**src/vam_pkg.sv**
```systemverilog
// shared constants and carriers for the asynchronous 139 264 kbit/s container mapper
package vam_pkg;
  // container and path overhead geometry (9 rows, 1 overhead byte + 20 blocks of 13 bytes)
  localparam int unsigned ROWS = 9;
  localparam int unsigned BLOCKS = 20;
  localparam int unsigned BLOCK_BYTES = 13;
  localparam int unsigned C4_BYTES = 2340;
  localparam logic [3:0] ROW_LABEL = 4'h2;
  localparam logic [3:0] ROW_MFI = 4'h5;
  localparam logic [4:0] BLK_LAST = 5'h13;
  localparam logic [3:0] OFF_LAST = 4'hC;
  localparam logic [3:0] ROW_LAST = 4'h8;
  // first byte type of each block: 0 = all data, 1 = control/overhead/fixed, 2 = fixed, 3 = data+opportunity
  localparam logic [39:0] BLK_KIND = 40'hE6A6_A6A6_A4;
  // signal label for asynchronous 139 264 kbit/s mapping
  localparam logic [7:0] LABEL_ASYNC = 8'h12;
  localparam logic [2:0] LABEL_PERSIST = 3'h5;
  localparam logic [2:0] C_MAJORITY = 3'h3;
  // elastic stores: depth as address width, half-full used for decisions
  localparam int unsigned SRC_AW = 6;
  localparam int unsigned SNK_AW = 7;
  localparam logic [SRC_AW:0] SRC_HALF = 7'h20;
  localparam logic [SNK_AW:0] SNK_HALF = 8'h40;
  // output bit rate generator: nominal 139 264 kHz from 200 MHz
  localparam longint unsigned CLK_KHZ = 200000;
  localparam longint unsigned TRIB_KHZ = 139264;
  localparam logic [31:0] NCO_STEP = 32'((TRIB_KHZ << 32) / CLK_KHZ);
  localparam logic [31:0] NCO_TRIM = 32'h0000_2000;
  // reset values
  localparam logic [7:0] LABEL_RST = 8'h00;

  // bit class inside the frame
  typedef enum logic [4:0] {
    VAM_POH  = 5'b00001,
    VAM_DATA = 5'b00010,
    VAM_CTRL = 5'b00100,
    VAM_OPP  = 5'b01000,
    VAM_FIX  = 5'b10000
  } vam_cls_e;

  typedef struct packed {
    logic [3:0] row;
    logic poh;
    logic [4:0] blk;
    logic [3:0] off;
    logic [2:0] bit_n;
  } vam_pos_s;

  // frame timing from the upstream trail logic
  typedef struct packed {
    logic bit_en;
    logic frame_start;
  } vam_timing_s;

  // serial adapted information: one bit per bit_en
  typedef struct packed {
    logic data;
    logic bit_en;
    logic frame_start;
  } vam_adapted_s;

  localparam vam_pos_s POS_ZERO = '{row: 4'h0, poh: 1'b1, blk: 5'h00, off: 4'h0, bit_n: 3'h0};
endpackage

```
**src/vam_bit_fifo.sv**
```systemverilog
// single-clock elastic store with valid/ready on both sides and a fill level
`timescale 1ns/1ps
module vam_bit_fifo #(
  parameter int unsigned W = 1,
  parameter int unsigned AW = 6
) (
  input wire logic clock, // system clock
  input wire logic resetn, // async reset, active low
  input wire logic wr_valid, // write request
  output logic wr_ready, // store not full
  input wire logic [W-1:0] wr_data, // write word
  output logic rd_valid, // store not empty
  input wire logic rd_ready, // read request
  output logic [W-1:0] rd_data, // head word
  output logic [AW:0] level // words held
);
  logic [W-1:0] mem [0:(1<<AW)-1];
  logic [AW:0] wptr_ff;
  logic [AW:0] rptr_ff;
  wire wr_go = wr_valid && wr_ready;
  wire rd_go = rd_valid && rd_ready;

  // full when pointers differ only in the wrap bit
  assign level = wptr_ff - rptr_ff;
  assign wr_ready = (level != {1'b1, {AW{1'b0}}});
  assign rd_valid = (wptr_ff != rptr_ff);
  assign rd_data = mem[rptr_ff[AW-1:0]];

  // storage has no reset, only pointers need one
  always_ff @(posedge clock)
  begin
    if (wr_go)
    begin
      mem[wptr_ff[AW-1:0]] <= wr_data;
    end
  end

  // pointer update
  always_ff @(posedge clock or negedge resetn)
  begin
    if (!resetn)
    begin
      wptr_ff <= '0;
      rptr_ff <= '0;
    end
    else
    begin
      wptr_ff <= wptr_ff + (AW+1)'(wr_go);
      rptr_ff <= rptr_ff + (AW+1)'(rd_go);
    end
  end
endmodule

```
**src/vam_mapper.sv**
```systemverilog
// asynchronous 139 264 kbit/s to container mapper (source) and demapper (sink)
`timescale 1ns/1ps
module vam_mapper (
  input wire logic clock, // 200 MHz system clock
  input wire logic resetn, // async reset, active low
  input wire logic tributary_clock, // tributary bit clock pin
  input wire logic tributary_data, // tributary data pin
  input wire logic activation_control, // source activation
  input wire vam_pkg::vam_timing_s vc_timing_input, // container bit timing
  output vam_pkg::vam_adapted_s adapted_payload_data, // adapted information out
  output logic adapted_payload_oe, // high while driving the access point
  input wire vam_pkg::vam_adapted_s sink_payload_in, // received adapted information
  input wire logic trail_signal_fail_in, // trail fail from termination
  input wire logic sink_activation_control, // sink activation
  output logic tributary_out_data, // recovered tributary data
  output logic tributary_out_strobe, // one pulse per recovered bit
  output logic payload_mismatch_report, // mismatch to management
  output logic [7:0] accepted_label_value, // accepted label byte
  output logic all_ones_insert_action, // all-ones insertion active
  output logic elastic_slip // sticky store overflow or underflow
);
  // next position inside the frame
  function automatic vam_pkg::vam_pos_s pos_step(input vam_pkg::vam_pos_s p);
    vam_pkg::vam_pos_s n;
    n = p;
    n.bit_n = p.bit_n + 3'h1;
    if (p.bit_n == 3'h7)
    begin
      if (p.poh)
      begin
        n.poh = 1'b0;
        n.blk = 5'h00;
        n.off = 4'h0;
      end
      else if (p.off != vam_pkg::OFF_LAST)
      begin
        n.off = p.off + 4'h1;
      end
      else if (p.blk != vam_pkg::BLK_LAST)
      begin
        n.off = 4'h0;
        n.blk = p.blk + 5'h01;
      end
      else
      begin
        n.poh = 1'b1;
        n.row = (p.row == vam_pkg::ROW_LAST) ? 4'h0 : p.row + 4'h1;
      end
    end
    return n;
  endfunction

  // class of a bit from its position and block kind
  function automatic vam_pkg::vam_cls_e pos_class(input vam_pkg::vam_pos_s p);
    logic [1:0] kind;
    vam_pkg::vam_cls_e c;
    kind = vam_pkg::BLK_KIND[2*p.blk +: 2];
    c = vam_pkg::VAM_DATA;
    if (p.poh)
    begin
      c = vam_pkg::VAM_POH;
    end
    else if (p.off == 4'h0)
    begin
      unique case (kind)
        2'h0: c = vam_pkg::VAM_DATA;
        2'h1: c = (p.bit_n == 3'h0) ? vam_pkg::VAM_CTRL : vam_pkg::VAM_FIX;
        2'h2: c = vam_pkg::VAM_FIX;
        2'h3: c = (p.bit_n == 3'h6) ? vam_pkg::VAM_OPP :
                  (p.bit_n == 3'h7) ? vam_pkg::VAM_FIX : vam_pkg::VAM_DATA;
      endcase
    end
    return c;
  endfunction

  // tributary pins cross into the system clock through two flops each
  logic [1:0] tck_sync_ff;
  logic [1:0] tdat_sync_ff;
  logic tck_prev_ff;
  always_ff @(posedge clock or negedge resetn)
  begin
    if (!resetn)
    begin
      tck_sync_ff <= 2'h0;
      tdat_sync_ff <= 2'h0;
      tck_prev_ff <= 1'b0;
    end
    else
    begin
      tck_sync_ff <= {tck_sync_ff[0], tributary_clock};
      tdat_sync_ff <= {tdat_sync_ff[0], tributary_data};
      tck_prev_ff <= tck_sync_ff[1];
    end
  end
  // data must be stable across the rising edge; both pins share the same two-flop latency
  wire trib_edge = tck_sync_ff[1] && !tck_prev_ff;

  // source frame position, realigned by the upstream frame start
  vam_pkg::vam_pos_s src_pos_ff;
  logic src_just_ff;
  wire src_fire = vc_timing_input.bit_en;
  wire vam_pkg::vam_pos_s src_cur = vc_timing_input.frame_start ? vam_pkg::POS_ZERO : src_pos_ff;
  wire vam_pkg::vam_cls_e src_cls = pos_class(src_cur);
  wire src_row_start = src_cur.poh && (src_cur.bit_n == 3'h0);
  wire src_rd_valid;
  wire src_rd_data;
  wire src_wr_ready;
  wire [vam_pkg::SRC_AW:0] src_level;
  // read on every data bit, and on the opportunity bit unless stuffing
  wire src_rd = src_fire && ((src_cls == vam_pkg::VAM_DATA) ||
                ((src_cls == vam_pkg::VAM_OPP) && !src_just_ff));
  wire nxt_src_just = src_level < vam_pkg::SRC_HALF;

  // elastic store fed by the tributary clock edges
  vam_bit_fifo #(.W(1), .AW(vam_pkg::SRC_AW)) u_src_store (
    .clock(clock),
    .resetn(resetn),
    .wr_valid(trib_edge),
    .wr_ready(src_wr_ready),
    .wr_data(tdat_sync_ff[1]),
    .rd_valid(src_rd_valid),
    .rd_ready(src_rd),
    .rd_data(src_rd_data),
    .level(src_level)
  );

  // adapted bit selection: label, control, data, don't-care positions as zero
  wire label_bit = vam_pkg::LABEL_ASYNC[3'h7 - src_cur.bit_n];
  wire src_out_bit = (src_cls == vam_pkg::VAM_POH) ? ((src_cur.row == vam_pkg::ROW_LABEL) && label_bit) :
                     (src_cls == vam_pkg::VAM_CTRL) ? src_just_ff :
                     (src_rd && src_rd_valid) ? src_rd_data : 1'b0;

  // source position, decision per row and output register
  always_ff @(posedge clock or negedge resetn)
  begin
    if (!resetn)
    begin
      src_pos_ff <= vam_pkg::POS_ZERO;
      src_just_ff <= 1'b0;
      adapted_payload_data <= '0;
      adapted_payload_oe <= 1'b0;
    end
    else
    begin
      if (src_fire)
      begin
        src_pos_ff <= pos_step(src_cur);
      end
      if (src_fire && src_row_start)
      begin
        src_just_ff <= nxt_src_just;
      end
      adapted_payload_data <= '{data: src_out_bit && activation_control,
                               bit_en: src_fire && activation_control,
                               frame_start: src_fire && vc_timing_input.frame_start && activation_control};
      adapted_payload_oe <= activation_control;
    end
  end

  // sink frame position from the received frame start
  vam_pkg::vam_pos_s snk_pos_ff;
  logic [2:0] c_ones_ff;
  logic [7:0] lab_shift_ff;
  logic [7:0] lab_cand_ff;
  logic [2:0] lab_cnt_ff;
  logic [7:0] lab_acc_ff;
  logic [31:0] nco_ff;
  logic ais_ff;
  wire snk_fire = sink_payload_in.bit_en;
  wire vam_pkg::vam_pos_s snk_cur = sink_payload_in.frame_start ? vam_pkg::POS_ZERO : snk_pos_ff;
  wire vam_pkg::vam_cls_e snk_cls = pos_class(snk_cur);
  wire snk_stuff = c_ones_ff >= vam_pkg::C_MAJORITY;
  // data bits and opportunity bits voted as data go into the store
  wire snk_wr = snk_fire && ((snk_cls == vam_pkg::VAM_DATA) ||
                ((snk_cls == vam_pkg::VAM_OPP) && !snk_stuff));
  wire lab_done = snk_fire && snk_cur.poh && (snk_cur.row == vam_pkg::ROW_LABEL) && (snk_cur.bit_n == 3'h7);
  wire [7:0] lab_byte = {lab_shift_ff[6:0], sink_payload_in.data};
  wire [2:0] nxt_lab_cnt = (lab_byte != lab_cand_ff) ? 3'h1 :
                           (lab_cnt_ff == vam_pkg::LABEL_PERSIST) ? lab_cnt_ff : lab_cnt_ff + 3'h1;
  wire payload_mismatch_defect = (lab_acc_ff != vam_pkg::LABEL_ASYNC);
  wire nxt_ais = trail_signal_fail_in || payload_mismatch_defect || !sink_activation_control;
  wire snk_rd_valid;
  wire snk_rd_data;
  wire snk_wr_ready;
  wire [vam_pkg::SNK_AW:0] snk_level;
  // nominal step, trimmed by store fill so the average follows the far end
  wire [31:0] nco_inc = (snk_level > vam_pkg::SNK_HALF) ? vam_pkg::NCO_STEP + vam_pkg::NCO_TRIM :
                        (snk_level < vam_pkg::SNK_HALF) ? vam_pkg::NCO_STEP - vam_pkg::NCO_TRIM :
                        vam_pkg::NCO_STEP;
  wire [32:0] nco_sum = {1'b0, nco_ff} + {1'b0, nco_inc};
  wire nco_tick = nco_sum[32];
  // the store waits until half full after an empty, which re-centres after a step
  logic snk_run_ff;
  wire snk_rd = nco_tick && snk_run_ff && snk_rd_valid;

  // sink elastic store, written on the gapped input clock
  vam_bit_fifo #(.W(1), .AW(vam_pkg::SNK_AW)) u_snk_store (
    .clock(clock),
    .resetn(resetn),
    .wr_valid(snk_wr),
    .wr_ready(snk_wr_ready),
    .wr_data(sink_payload_in.data),
    .rd_valid(snk_rd_valid),
    .rd_ready(snk_rd),
    .rd_data(snk_rd_data),
    .level(snk_level)
  );

  // sink position, control vote and label persistence
  always_ff @(posedge clock or negedge resetn)
  begin
    if (!resetn)
    begin
      snk_pos_ff <= vam_pkg::POS_ZERO;
      c_ones_ff <= 3'h0;
      lab_shift_ff <= vam_pkg::LABEL_RST;
      lab_cand_ff <= vam_pkg::LABEL_RST;
      lab_cnt_ff <= 3'h0;
      lab_acc_ff <= vam_pkg::LABEL_RST;
    end
    else if (snk_fire)
    begin
      snk_pos_ff <= pos_step(snk_cur);
      if (snk_cls == vam_pkg::VAM_POH)
      begin
        c_ones_ff <= 3'h0;
      end
      else if (snk_cls == vam_pkg::VAM_CTRL)
      begin
        c_ones_ff <= c_ones_ff + 3'(sink_payload_in.data);
      end
      lab_shift_ff <= lab_byte;
      if (lab_done)
      begin
        lab_cand_ff <= lab_byte;
        lab_cnt_ff <= nxt_lab_cnt;
        if (nxt_lab_cnt == vam_pkg::LABEL_PERSIST)
        begin
          lab_acc_ff <= lab_byte;
        end
      end
    end
  end

  // evenly spaced read, all-ones and reports; the rate runs on during all-ones
  always_ff @(posedge clock or negedge resetn)
  begin
    if (!resetn)
    begin
      nco_ff <= 32'h0000_0000;
      snk_run_ff <= 1'b0;
      ais_ff <= 1'b1;
      tributary_out_data <= 1'b1;
      tributary_out_strobe <= 1'b0;
      payload_mismatch_report <= 1'b0;
      accepted_label_value <= vam_pkg::LABEL_RST;
      all_ones_insert_action <= 1'b1;
      elastic_slip <= 1'b0;
    end
    else
    begin
      nco_ff <= nco_sum[31:0];
      snk_run_ff <= snk_rd_valid && (snk_run_ff || (snk_level >= vam_pkg::SNK_HALF));
      ais_ff <= nxt_ais;
      tributary_out_strobe <= nco_tick;
      tributary_out_data <= (ais_ff || !snk_rd) ? 1'b1 : snk_rd_data;
      payload_mismatch_report <= payload_mismatch_defect && !trail_signal_fail_in && sink_activation_control;
      accepted_label_value <= sink_activation_control ? lab_acc_ff : vam_pkg::LABEL_RST;
      all_ones_insert_action <= nxt_ais;
      // set wins: the flag is sticky until reset
      elastic_slip <= elastic_slip || (trib_edge && !src_wr_ready) || (snk_wr && !snk_wr_ready) ||
                      (src_rd && !src_rd_valid);
    end
  end

  chk_label_bits: assert property (@(posedge clock) disable iff (!resetn)
    (src_fire && activation_control && src_cur.poh && src_cur.row == 4'h2)
    |=> adapted_payload_data.data == vam_pkg::LABEL_ASYNC[3'h7 - $past(src_cur.bit_n)])
    else $error("label bit wrong");
  chk_off_inactive: assert property (@(posedge clock) disable iff (!resetn)
    !activation_control |=> !adapted_payload_oe && !adapted_payload_data.bit_en)
    else $error("access point driven while inactive");
  chk_ctrl_bits: assert property (@(posedge clock) disable iff (!resetn)
    (src_fire && activation_control && src_cls == vam_pkg::VAM_CTRL)
    |=> adapted_payload_data.data == $past(src_just_ff))
    else $error("control bit does not carry decision");
  chk_stuff_noread: assert property (@(posedge clock) disable iff (!resetn)
    (src_fire && src_cls == vam_pkg::VAM_OPP && src_just_ff) |-> !src_rd)
    else $error("store read on stuffed opportunity");
  chk_vote_discard: assert property (@(posedge clock) disable iff (!resetn)
    (snk_fire && snk_cls == vam_pkg::VAM_OPP && c_ones_ff >= 3'h3) |-> !snk_wr)
    else $error("stuff bit written to store");
  chk_ais_onset: assert property (@(posedge clock) disable iff (!resetn)
    (trail_signal_fail_in || payload_mismatch_defect) |=> (ais_ff && all_ones_insert_action) ##1 tributary_out_data)
    else $error("all-ones not inserted");
  chk_inactive_ones: assert property (@(posedge clock) disable iff (!resetn)
    (!sink_activation_control)[*2] |=> tributary_out_data && !payload_mismatch_report)
    else $error("inactive sink not all-ones");
  chk_report_gate: assert property (@(posedge clock) disable iff (!resetn)
    payload_mismatch_report |-> $past(!trail_signal_fail_in) && $past(payload_mismatch_defect))
    else $error("mismatch reported under trail fail");
  chk_rate_kept: assert property (@(posedge clock) disable iff (!resetn)
    ais_ff [*8] |-> $past(nco_tick, 1) == tributary_out_strobe)
    else $error("output rate stopped in all-ones");
endmodule

```
**config.mk**
```make
export PLATFORM = sky130hd
export DESIGN_NAME = vam_mapper
export DESIGN_NICKNAME = d
export VERILOG_FILES = /design/src/vam_pkg.sv /design/src/vam_bit_fifo.sv /design/src/vam_mapper.sv
export SDC_FILE = /design/constraint.sdc
export NUM_CORES = 1
export LEC_CHECK = 0
export BUFFER_PORTS_ARGS = -buffer_cell sky130_fd_sc_hd__buf_2
export CORE_MARGIN = 2
export CORE_UTILIZATION = 55
export DETAILED_ROUTE_END_ITERATION = 6
export GPL_ROUTABILITY_DRIVEN = 0
export MAX_ROUTING_LAYER = met4
export PLACE_DENSITY = 0.71
export SLEW_MARGIN = 20
export SYNTH_ARGS = -nofsm -noshare
export SYNTH_HDL_FRONTEND = slang
export SYNTH_SLANG_ARGS = --single-unit
```
**constraint.sdc**
```tcl
create_clock -name clock -period 7.2 [get_ports clock]
set_clock_uncertainty 0.1 [all_clocks]
set_input_delay 0.72 -clock clock [delete_from_list [all_inputs] [get_ports clock]]
set_output_delay 0.72 -clock clock [all_outputs]
set_load 0.005 [all_outputs]
```
==> results_dict.tcl <==
set metrics [dict create \
    synth-seq-area-share_pct 55.5 \
    power.switching_mw 1.72 \
    rsz0062_at_grt "false" \
    postPlaceCellArea_um2 17400 \
    finalSetupTns_ns 0 \
    wl_mm 34.3 \
    synth_area_um2 17100 \
    hp-class "in2async" \
    setup_viol 0 \
    finish.utilization_pct 60.8 \
    drt_pre_antenna_iters 5 \
    cp-end-kind "flip-flop" \
    setup_slack_ns 1.13 \
    core-area_um2 30600 \
    grt-ovfl-total 0 \
    rows 64 \
    period_needed_ns 6.07 \
    worstSetupPathType "reg2reg" \
    dp_hpwl_mm 21.6 \
    timing.fmax_mhz 165 \
    dpl.cell_count 1772 \
    cts_tree "yes" \
    syn_nets 1483 \
    maxSlewViolCount 0 \
    cts_resized 0 \
    worstSetupStartpointType "flip-flop" \
    worst_hold_slack_ns 0.154 \
    die_area_um2 32500 \
    grt_max_degree 80 \
    p_clk_share_pct 32.4 \
    hold_viol_final 0 \
    postCtsHoldBufs 0 \
    initial_core_util_pct 55.9 \
    numCtsBuffers 37 \
    drtIter0Drc 971 \
    p_seq_share_pct 43.4 \
    area_growth_pct 8.69 \
    status "finished, final reports clean" \
    cts_sinks 341 \
    cts-root-buf "clkbuf_16" \
    worst_ep_arrival_time_ns 6.37 \
    combPwrFrac_pct 24.2 \
    cts_max_level 2 \
    post-place-ws_ns 1.16 \
    synth_area_leaders "edfxtp_1 (34%), dfrtp_1 (21%), mux4_2 (5.8%), nor3_1 (4.7%), ha_1 (4.0%)" \
    synthCells 1415 \
    grt_pass1_wl_mm 57.6 \
    ios 29 \
    ys_warn_count 0 \
    avgSynthCellArea_um2 12.1 \
    wl_per_cell_um 18.7 \
    nets 1483 \
    cts.path.max_buffers 3 \
    p_leak_nw 6.83 \
    power_density_nw_per_um2 299 \
    grtUsageTotal_pct 22.3 \
    worst_pin_slew_ns 0.911 \
    synth_edf_count 192 \
    yosys.area.top_type "edfxtp_1" \
    worst_ep_required_time_ns 7.50 \
    async_flop_share_pct 43.7 \
    cap_viol_max_count 0 \
    vias 11216 \
    ff2ff_setup_slack_ns 1.13 \
    remaining_drc_errors 0 \
    peakVddDrop_mv 0.179 \
    relSlewSlack_pct 38.8 \
    cts_setup_buffers 0 \
    ys_types 76 \
    finalNonFillerCells 1837 \
    vias_per_cell 6.11 \
    ys_ff_latch 341 \
    post-route-period-util_pct 84.3 \
    total_power_mw 5.57 \
    die_x_um 180 \
    clk_latency_ns 0.51 \
    first_global_vias 11197 \
    antenna_found_initial 0 \
    cts.clk_slew.worst_paths_ns 0.06 \
    die_h_um 180 \
    num_antenna_cells 0 \
    synth_top_cell_area_share_pct 33.7 \
    portBuffers 28 \
    design_area_um2 18600 \
    drive_gt1_share_pct 15.2 \
    drtAntennaViolNets 0 \
    crit_fanout 20 \
    p_sw_share_pct 30.9 \
    p_int_mw 3.85 \
    ys.flop_type "edfxtp_1" \
]
## area by class of cell
cell class | instances | area [um2]
Timing Repair Buffer | 42 | 254
Sequential cell | 341 | 9500
Tap cell | 396 | 495
Fill cell | 2417 | 12000
Multi-Input combinational cell | 929 | 6960
Clock inverter | 14 | 118
Inverter | 64 | 240
Clock buffer | 51 | 1030
## power groups by stage
stage | logic [mW] | clock network, mW | registers, mW
floorplan | 1.10 | 0 | 2.34
global placement | 1.31 | 0 | 2.44
detailed placement | 1.35 | 0 | 2.45
CTS | 1.36 | 1.84 | 2.41
global route | 1.49 | 1.92 | 2.44
finish | 1.35 | 1.81 | 2.41
## flip-flops by register name, indices dropped and copies added (netlist names), 2 cells and up
name,count
accepted_label_value,8
adapted_payload_data,3
c_ones_ff,3
lab_acc_ff,8
lab_cand_ff,8
lab_cnt_ff,3
lab_shift_ff,7
nco_ff,32
snk_pos_ff,17
src_pos_ff,17
tck_sync_ff,2
tdat_sync_ff,2
u_snk_store.mem,128
u_snk_store.rptr_ff,8
u_snk_store.wptr_ff,8
u_src_store.mem,64
u_src_store.rptr_ff,7
u_src_store.wptr_ff,7
## metal layers
metal	global-route usage, %	share of wire, %
met1	30.8	45
met2	35.5	48
met3	3.11	5.0
met4	5.13	1.6
met5	-	0
## synthesized netlist by cell type (5+ instances only)
cell type / instances
a22oi_1: 5
nand2b_1: 12
mux4_2: 44
xnor2_1: 42
o31ai_1: 5
a21oi_1: 55
o21ai_0: 37
mux2_2: 28
nand4_1: 16
nor2_1: 72
o211ai_1: 6
a31oi_1: 6
nor4_1: 21
o2bb2ai_1: 5
nand3b_1: 6
or3_1: 8
edfxtp_1: 192
mux2i_1: 24
dfrtp_1: 145
a21o_1: 6
nor3_2: 32
nand2_1: 84
a22o_1: 8
nand3_1: 47
nor2b_1: 16
buf_6: 13
o22ai_1: 9
nor3_1: 159
nor3b_1: 5
and2_1: 12
buf_1: 6
buf_2: 8
ha_1: 55
clkbuf_1: 53
inv_1: 62
or4_1: 5
and3_1: 5
xor2_1: 27
## cell families after synthesis
logic type,Yosys count,share of synthesized area (%)
buffers and inverters,145,3.82
adder cells (fa/ha/maj),56,4.14
AO/OA/AOI/OAI,187,7.45
XOR/XNOR,69,3.53
AND/OR/NAND/NOR,521,16.5
multiplexers,96,9.04
flip-flops,341,55.5
## path summary, 6_finish.rpt
path,startpoint,to,cells past startpoint
worst max-delay path,u_snk_store.rptr_ff[1],u_snk_store.rptr_ff[6],22
worst min-delay path,resetn,tdat_sync_ff[0],1
worst max register to register,u_snk_store.rptr_ff[1],u_snk_store.rptr_ff[6],22
worst min register to register,tck_sync_ff[0],tck_sync_ff[1],0
max in group asynchronous,resetn,u_snk_store.rptr_ff[0],2
min in group clock,tributary_clock,tck_sync_ff[0],1
## worst max-delay path, cell delays in order, from the launching register on
cell      delay [ns]
dfrtp_1         0.79
inv_1           0.31
fa_1            0.52
a21o_1          0.19
a21o_1          0.21
a21o_2          0.22
a21oi_1         0.17
xnor2_1         0.35
nand2b_1        0.26
inv_1           0.12
ha_1            0.35
a21o_1          0.18
a21oi_1         0.28
o21ai_0         0.17
o211a_1         0.25
nor4_1          0.39
o21bai_1        0.16
and3_1          0.23
ha_1            0.19
ha_1            0.20
nand3_1         0.13
nor2_1          0.07
xnor2_1         0.12
## cell usage in the layout (no fill, tap or decap), drive strengths merged, types with 6 or more instances in the layout
| cell type | count |
|---|---|
| a22o | 8 |
| xor2 | 27 |
| a31oi | 7 |
| o21ai | 39 |
| nand3b | 6 |
| o22ai | 9 |
| ha | 55 |
| nor2b | 16 |
| nand3 | 47 |
| nand2b | 12 |
| and2 | 12 |
| o211ai | 7 |
| mux2i | 24 |
| xnor2 | 42 |
| mux4 | 44 |
| nand2 | 84 |
| edfxtp | 192 |
| clkbuf | 51 |
| a21o | 7 |
| nor3 | 191 |
| buf | 42 |
| mux2 | 28 |
| or3 | 8 |
| clkinv | 12 |
| nor2 | 72 |
| nand4 | 16 |
| dfrtp | 145 |
| a21oi | 56 |
| inv | 62 |
| nor4 | 22 |
Power figures use the tool's default switching activity.
